===== config.mk =====
export PLATFORM = sky130hd
export DESIGN_NAME = idsgd_core
export DESIGN_NICKNAME = d
export VERILOG_FILES = /design/src/idsgd_pkg.sv /design/src/idsgd_core.sv
export SDC_FILE = /design/constraint.sdc
export NUM_CORES = 1
export LEC_CHECK = 0
export BUFFER_PORTS_ARGS = -buffer_cell sky130_fd_sc_hd__buf_4
export CAP_MARGIN = 40
export CORE_MARGIN = 5
export CORE_UTILIZATION = 55
export CTS_CLUSTER_SIZE = 30
export DETAILED_ROUTE_END_ITERATION = 12
export PLACE_DENSITY = 0.87
export SYNTH_ARGS = -nofsm -noshare
export SYNTH_HDL_FRONTEND = slang
export SYNTH_SLANG_ARGS = --single-unit

===== constraint.sdc =====
create_clock -name clk_sys -period 3.3 [get_ports clk_sys]
set_clock_uncertainty 0.2 [all_clocks]
set_input_delay 0.33 -clock clk_sys [delete_from_list [all_inputs] [get_ports clk_sys]]
set_output_delay 0.33 -clock clk_sys [all_outputs]
set_load 0.01 [all_outputs]

===== src/idsgd_pkg.sv =====
// Constants for the increment/decrement/skip/branch decode slice.
// Assumes one core instruction clock; all users reference idsgd_pkg::name.
package idsgd_pkg;
  // Register port offsets
  localparam logic [7:0] LATCH_OFS = 8'h03;
  localparam logic [7:0] STATUS_OFS = 8'h04;
  localparam logic [7:0] WREG_OFS = 8'h0A;
  // Reset values
  localparam logic [7:0] LATCH_RST = 8'h00;
  localparam logic [7:0] WREG_RST = 8'h00;
  localparam logic [3:0] FLAGS_RST = 4'h0;
  localparam logic [15:0] PC_RST = 16'h0000;
  // Status field positions
  localparam int ST_C = 0;
  localparam int ST_DC = 1;
  localparam int ST_Z = 2;
  localparam int ST_OV = 3;
  // Opcode fields: upper seven bits carry d in bit 8; OR literal uses the upper eight, branch the upper three
  localparam logic [6:0] OPC_DEC_SKIP_NZ = 7'h13;
  localparam logic [6:0] OPC_INC_FILE = 7'h0A;
  localparam logic [6:0] OPC_INC_SKIP_Z = 7'h0F;
  localparam logic [6:0] OPC_INC_SKIP_NZ = 7'h12;
  localparam logic [7:0] OPC_OR_LIT = 8'hB3;
  localparam logic [2:0] OPC_BRANCH = 3'h6;
  localparam int DEST_BIT = 8;
  // Arithmetic constants
  localparam logic [7:0] ONE8 = 8'h01;
  localparam logic [7:0] ZERO8 = 8'h00;
  localparam logic [7:0] MAX8 = 8'hFF;
  localparam logic [7:0] SMAX8 = 8'h7F;
  localparam logic [3:0] NIB_MAX = 4'hF;
  localparam logic [15:0] PC_STEP = 16'h0001;
  // Execute slot: normal or discarded prefetch
  typedef enum logic {SLOT_EXEC, SLOT_FLUSH} idsgd_slot_type;
endpackage


===== src/idsgd_core.sv =====
// Execute stage for dec-skip-nonzero, branch, increments and OR-literal.
// Assumes instr and file_rdata are the executing word and its operand,
// both presented synchronously each cycle that instr_valid is high.
//
// Operation
// - decode dec_skip_nonzero by 0010 011d
// - f minus one to W or f
// - nonzero result flushes prefetch, two cycles
// - branch loads 13-bit literal into PC
// - upper PC byte copied into holding latch
// - branch always two cycles, same 8K page
// - increment_file 0001 010d, f plus one
// - inc_skip_zero writes result, flags untouched
// - inc_skip_zero zero result flushes prefetch
// - inc_skip_nonzero writes, nonzero result flushes
// - OR literal into W, zero flag only
//
// Chosen here: the plain strobed port.
`timescale 1ns/1ns
module idsgd_core (
  input wire logic clk_sys,
  input wire logic reset_n,
  input wire logic instr_valid,
  input wire logic [15:0] instr,
  input wire logic [7:0] file_rdata,
  input wire logic [7:0] reg_addr,
  input wire logic [7:0] reg_wdata,
  input wire logic reg_wr,
  input wire logic reg_rd,
  output logic [7:0] reg_rdata_q,
  output logic [15:0] pc_q,
  output logic [7:0] wreg_q,
  output logic [3:0] flags_q,
  output logic [7:0] latch_q,
  output logic file_we_q,
  output logic [7:0] file_waddr_q,
  output logic [7:0] file_wdata_q,
  output logic flush_q
);

  ////////////////////////////////////////////////////////////////////////
  // Decode
  idsgd_pkg::idsgd_slot_type slot_q, slot_d;
  logic exec;
  logic is_dsnz, is_inc, is_isz, is_isnz, is_or, is_br;
  logic to_file;
  logic [7:0] faddr, lit, inc_res, dec_res, res;
  logic [12:0] br_lit;
  logic skip;

  // A flushed slot is a no-operation whatever word sits in it
  assign exec = instr_valid && (slot_q == idsgd_pkg::SLOT_EXEC);
  assign is_dsnz = exec && (instr[15:9] == idsgd_pkg::OPC_DEC_SKIP_NZ);
  assign is_inc = exec && (instr[15:9] == idsgd_pkg::OPC_INC_FILE);
  assign is_isz = exec && (instr[15:9] == idsgd_pkg::OPC_INC_SKIP_Z);
  assign is_isnz = exec && (instr[15:9] == idsgd_pkg::OPC_INC_SKIP_NZ);
  assign is_or = exec && (instr[15:8] == idsgd_pkg::OPC_OR_LIT);
  assign is_br = exec && (instr[15:13] == idsgd_pkg::OPC_BRANCH);
  assign to_file = instr[idsgd_pkg::DEST_BIT];
  assign faddr = instr[7:0];
  assign lit = instr[7:0];
  assign br_lit = instr[12:0];

  // Arithmetic on the operand; 8-bit wrap is intended
  assign inc_res = file_rdata + idsgd_pkg::ONE8;
  assign dec_res = file_rdata - idsgd_pkg::ONE8;
  assign res = is_dsnz ? dec_res : inc_res;

  // Skip decision for the conditional forms
  assign skip = (is_dsnz && (dec_res != idsgd_pkg::ZERO8))
    || (is_isz && (inc_res == idsgd_pkg::ZERO8))
    || (is_isnz && (inc_res != idsgd_pkg::ZERO8));

  ////////////////////////////////////////////////////////////////////////
  // Slot sequencing and program counter
  logic [15:0] pc_d;
  logic [7:0] latch_d;

  always_comb begin
    slot_d = idsgd_pkg::SLOT_EXEC;
    pc_d = pc_q;
    if (instr_valid) begin
      pc_d = pc_q + idsgd_pkg::PC_STEP;
    end
    // Branch keeps bits 15:13, so the target stays in the page
    if (is_br) begin
      pc_d = {pc_q[15:13], br_lit};
    end
    // Branch and taken skips both kill the prefetched word
    if (is_br || skip) begin
      slot_d = idsgd_pkg::SLOT_FLUSH;
    end
  end

  always_ff @(posedge clk_sys or negedge reset_n) begin
    if (!reset_n) begin
      slot_q <= idsgd_pkg::SLOT_EXEC;
      pc_q <= idsgd_pkg::PC_RST;
      flush_q <= 1'b0;
    end else begin
      slot_q <= slot_d;
      pc_q <= pc_d;
      flush_q <= (slot_d == idsgd_pkg::SLOT_FLUSH);
    end
  end

  ////////////////////////////////////////////////////////////////////////
  // Working register, flags, latch and file write port
  logic [7:0] wreg_d;
  logic [3:0] flags_d;
  logic file_we_d;
  logic [7:0] file_waddr_d, file_wdata_d, or_res;
  logic arith;

  assign arith = is_dsnz || is_inc || is_isz || is_isnz;
  assign or_res = wreg_q | lit;

  always_comb begin
    wreg_d = wreg_q;
    flags_d = flags_q;
    latch_d = latch_q;
    file_we_d = 1'b0;
    file_waddr_d = faddr;
    file_wdata_d = res;
    // Software writes first so that the executing instruction wins
    if (reg_wr && (reg_addr == idsgd_pkg::WREG_OFS)) begin
      wreg_d = reg_wdata;
    end
    if (reg_wr && (reg_addr == idsgd_pkg::STATUS_OFS)) begin
      flags_d = reg_wdata[3:0];
    end
    if (reg_wr && (reg_addr == idsgd_pkg::LATCH_OFS)) begin
      latch_d = reg_wdata;
    end
    // Destination select on d
    if (arith && !to_file) begin
      wreg_d = res;
    end
    if (arith && to_file) begin
      file_we_d = 1'b1;
    end
    // Only the plain increment touches flags among the arithmetic forms
    if (is_inc) begin
      flags_d[idsgd_pkg::ST_Z] = (inc_res == idsgd_pkg::ZERO8);
      flags_d[idsgd_pkg::ST_C] = (file_rdata == idsgd_pkg::MAX8);
      flags_d[idsgd_pkg::ST_OV] = (file_rdata == idsgd_pkg::SMAX8);
      flags_d[idsgd_pkg::ST_DC] = (file_rdata[3:0] == idsgd_pkg::NIB_MAX);
    end
    if (is_or) begin
      wreg_d = or_res;
      flags_d[idsgd_pkg::ST_Z] = (or_res == idsgd_pkg::ZERO8);
    end
    // Upper PC byte of the new target goes to the holding latch
    if (is_br) begin
      latch_d = pc_d[15:8];
    end
  end

  always_ff @(posedge clk_sys or negedge reset_n) begin
    if (!reset_n) begin
      wreg_q <= idsgd_pkg::WREG_RST;
      flags_q <= idsgd_pkg::FLAGS_RST;
      latch_q <= idsgd_pkg::LATCH_RST;
      file_we_q <= 1'b0;
      file_waddr_q <= idsgd_pkg::ZERO8;
      file_wdata_q <= idsgd_pkg::ZERO8;
    end else begin
      wreg_q <= wreg_d;
      flags_q <= flags_d;
      latch_q <= latch_d;
      file_we_q <= file_we_d;
      file_waddr_q <= file_waddr_d;
      file_wdata_q <= file_wdata_d;
    end
  end

  ////////////////////////////////////////////////////////////////////////
  // Register read port, data one cycle after the strobe
  logic [7:0] rdata_d;

  always_comb begin
    rdata_d = idsgd_pkg::ZERO8;
    if (reg_rd) begin
      unique case (reg_addr)
        idsgd_pkg::LATCH_OFS: rdata_d = latch_q;
        idsgd_pkg::STATUS_OFS: rdata_d = {4'h0, flags_q};
        idsgd_pkg::WREG_OFS: rdata_d = wreg_q;
        default: rdata_d = idsgd_pkg::ZERO8; // Unmapped reads zero
      endcase
    end
  end

  always_ff @(posedge clk_sys or negedge reset_n) begin
    if (!reset_n) begin
      reg_rdata_q <= idsgd_pkg::ZERO8;
    end else begin
      reg_rdata_q <= rdata_d;
    end
  end
endmodule // idsgd_core


==> impl_metrics.json <==
{
  "antenna_cells": 0,
  "fillers": 413,
  "max_cap_viol_count": 0,
  "worstSetupStartpoint": "slot_q$_DFF_PN0_",
  "tightest_slew_ns": 0.880,
  "stdcell_area_um2": 4560,
  "synth_cell_types": 60,
  "gp_congestion": 0.908,
  "drv_slew": 0,
  "cts_root_buf": "clkbuf_8",
  "netlist_area_um2": 3440,
  "p_per_area_nw_per_um2": 557,
  "fin_crit_ns": 2.44,
  "drtIter0Drc": 231,
  "synth_top_flop_cell": "dfrtp_1",
  "wl_per_cell_um": 19.6,
  "overflow": 0,
  "vdd_ir_drop_max_uv": 487,
  "row_count": 28,
  "cts_tree": "yes",
  "htreeDepth": 3,
  "hp-start": "file_rdata[0]",
  "syn-mean-instance-area_um2": 9.92,
  "die_h_um": 89.1,
  "drt_pass1_iterations": 5,
  "grt_usage": 0.274,
  "p_int_w": 0.00165,
  "synth_cells": 347,
  "synth-edff-count": 0,
  "cp.arrival_ns": 2.48,
  "swShare": 0.351,
  "synth_fp_nets": 397,
  "synth_common_cells": "dfrtp_1, a21oi_1, mux2i_1",
  "grt_max_degree": 63,
  "p_switching_w": 0.000891,
  "coreArea_um2": 5990,
  "synth_seq_cells": 62,
  "combPwrFrac": 0.307,
  "clk_pin_slew_ns": 0.08,
  "rsz0062_at_grt": "no",
  "pwr-share-clk": 0.262,
  "setup_violations": 0,
  "grt_pass1_vias": 3298,
  "portBuffers": 106,
  "min_period_over_period": 0.741,
  "place_hpwl_um": 7730,
  "grt_pass1_wl_um": 16500,
  "max_freq_mhz": 409,
  "yosysWarnings": 0,
  "finalHoldViolCount": 0,
  "syn_to_final_growth_pct": 32.3,
  "yosys.area.top_type": "dfrtp_1",
  "outcome": "complete, no violations",
  "clock_sinks": 62,
  "top_level_ports": 107,
  "drt-total-wl_um": 10500,
  "yosysSeqAreaShare": 0.451,
  "nets": 505,
  "startpoint_type": "flip-flop",
  "clockBufferDepth": 2,
  "hold_path_class": "in2reg",
  "ant_nets": 0,
  "ff_latch_area_um2": 1550,
  "synthArstFlopShare": 1.00,
  "yosysMostFrequentCell": "dfrtp_1",
  "placed_area_um2": 4270,
  "worst_ep_required_time_ns": 3.34,
  "endpoint_kind": "flip-flop",
  "multi_input_area_um2": 1760,
  "cts_buffers": 9,
  "fin_setup_tns_ns": 0,
  "drive_gt1_frac": 0.304,
  "slew_headroom": 0.410,
  "antenna_found_initial": 0,
  "die_area_um2": 7940,
  "post-route-drc-count": 0,
  "synth_top_area_share": 0.451,
  "initial_utilization": 0.575,
  "num_vias": 3297,
  "die_x_um": 89.1,
  "seqPwrFrac": 0.431,
  "r2r_start": "slot_q$_DFF_PN0_",
  "crit_path_max_fanout": 13,
  "crit_type": "reg2reg",
  "leakage_nw": 2.18,
  "synth_area_leaders": "dfrtp_1, mux2i_1, a21oi_1",
  "insertion_delay_ns": 0.35,
  "via_per_inst": 6.16
}
-- through the flow --
stage                      util  hold slack [ns]  worst slack (ns)  power [W]  std cells
final                     0.761           0.0289             0.856    0.00254        535
after global routing      0.761           0.0315             0.776    0.00267        535
after CTS                 0.761           0.0221             0.884    0.00253        535
after detailed placement  0.713            0.248             0.762    0.00185        510
after global placement    0.713            0.239             0.778    0.00182        510
after floorplan               -           -0.166              1.13    0.00142        347
-- power groups by stage --
| stage | combinational (W) | sequential (W) | clock [W] |
|---|---|---|---|
| after floorplan | 0.000310 | 0.00111 | 0 |
| after global placement | 0.000730 | 0.00109 | 0 |
| after detailed placement | 0.000759 | 0.00109 | 0 |
| after CTS | 0.000777 | 0.00108 | 0.000672 |
| after global routing | 0.000847 | 0.00111 | 0.000710 |
| final | 0.000780 | 0.00109 | 0.000665 |
-- cells by family after synthesis --
kind of cell             count (synthesis)  share of synthesized area
AND/OR/NAND/NOR                        120                      0.209
AO/OA/AOI/OAI                           84                      0.165
flip-flops                              62                      0.451
buffers and inverters                   33                     0.0371
multiplexers                            25                     0.0745
XOR/XNOR                                18                     0.0458
adder cells (fa/ha/maj)                  5                     0.0182
-- what timing repair did --
action,4_1_cts,5_1_grt
hold buffers,9,0
resized for setup,0,0
buffers inserted,0,0
hold endpoints to repair,70,0
-- flip-flops by register name, indices dropped and copies added (netlist names), named ones only --
register and cells:
latch_q 8, pc_q 14, file_wdata_q 8, wreg_q 8, reg_rdata_q 8, flags_q 4
file_waddr_q 8, slot_q 1, file_we_q 1
-- cell type report --
class,count,area share
Sequential cell,62,0.340
Timing Repair Buffer,117,0.198
Tap cell,75,0.0206
Clock inverter,7,0.0162
Inverter,13,0.0107
Clock buffer,9,0.0272
Multi-Input combinational cell,252,0.387
-- routing by layer --
layer  wire length [um]  track usage  share of wire
met5                  0            0              0
met2               5280        0.453           0.50
met1               3900        0.341           0.37
met3               1050       0.0562           0.10
met4                272        0.131          0.026
-- final timing paths --
kind	cells after the start	end	slack, ns
worst max-delay path	5	wreg_q[6]$_DFFE_PN0P_	0.86
worst min-delay path	2	file_wdata_q[0]$_DFF_PN0_	0.03
worst max register to register	5	wreg_q[6]$_DFFE_PN0P_	0.86
worst min register to register	1	flip-flop	0.34
max in group asynchronous	2	wreg_q[2]$_DFFE_PN0P_	1.98
min in group asynchronous	2	pc_q[2]$_DFFE_PN0P_	0.42
-- layout by cell type, fill, tap and decap left out, types with 3 or more instances in the layout --
cell             n
and3_1           8
dfrtp_1         62
a222oi_1         4
dlygate4sd3_1    9
a31oi_1          4
mux2i_1         23
nor2b_1         11
nor2_1          22
o21ai_0          6
a21o_1           6
a21oi_1         37
buf_4          108
and4_1           3
a211oi_1         3
nand2_1         12
clkbuf_8         9
nand4_1          7
a22oi_1          4
nor3_1           6
and2_1           5
nand3_1         11
ha_1             5
nor3b_1          4
nor4_1          12
inv_1           13
xnor2_1         10
xor2_1           8
-- critical path, stage by stage, from the launching register on --
cell	delay [ns]
dfrtp_1	0.42
or3b_4	0.43
nor3_2	0.74
a21o_1	0.22
a21oi_1	0.05
a211oi_1	0.27
No activity file was read; power rests on OpenSTA's default activity.
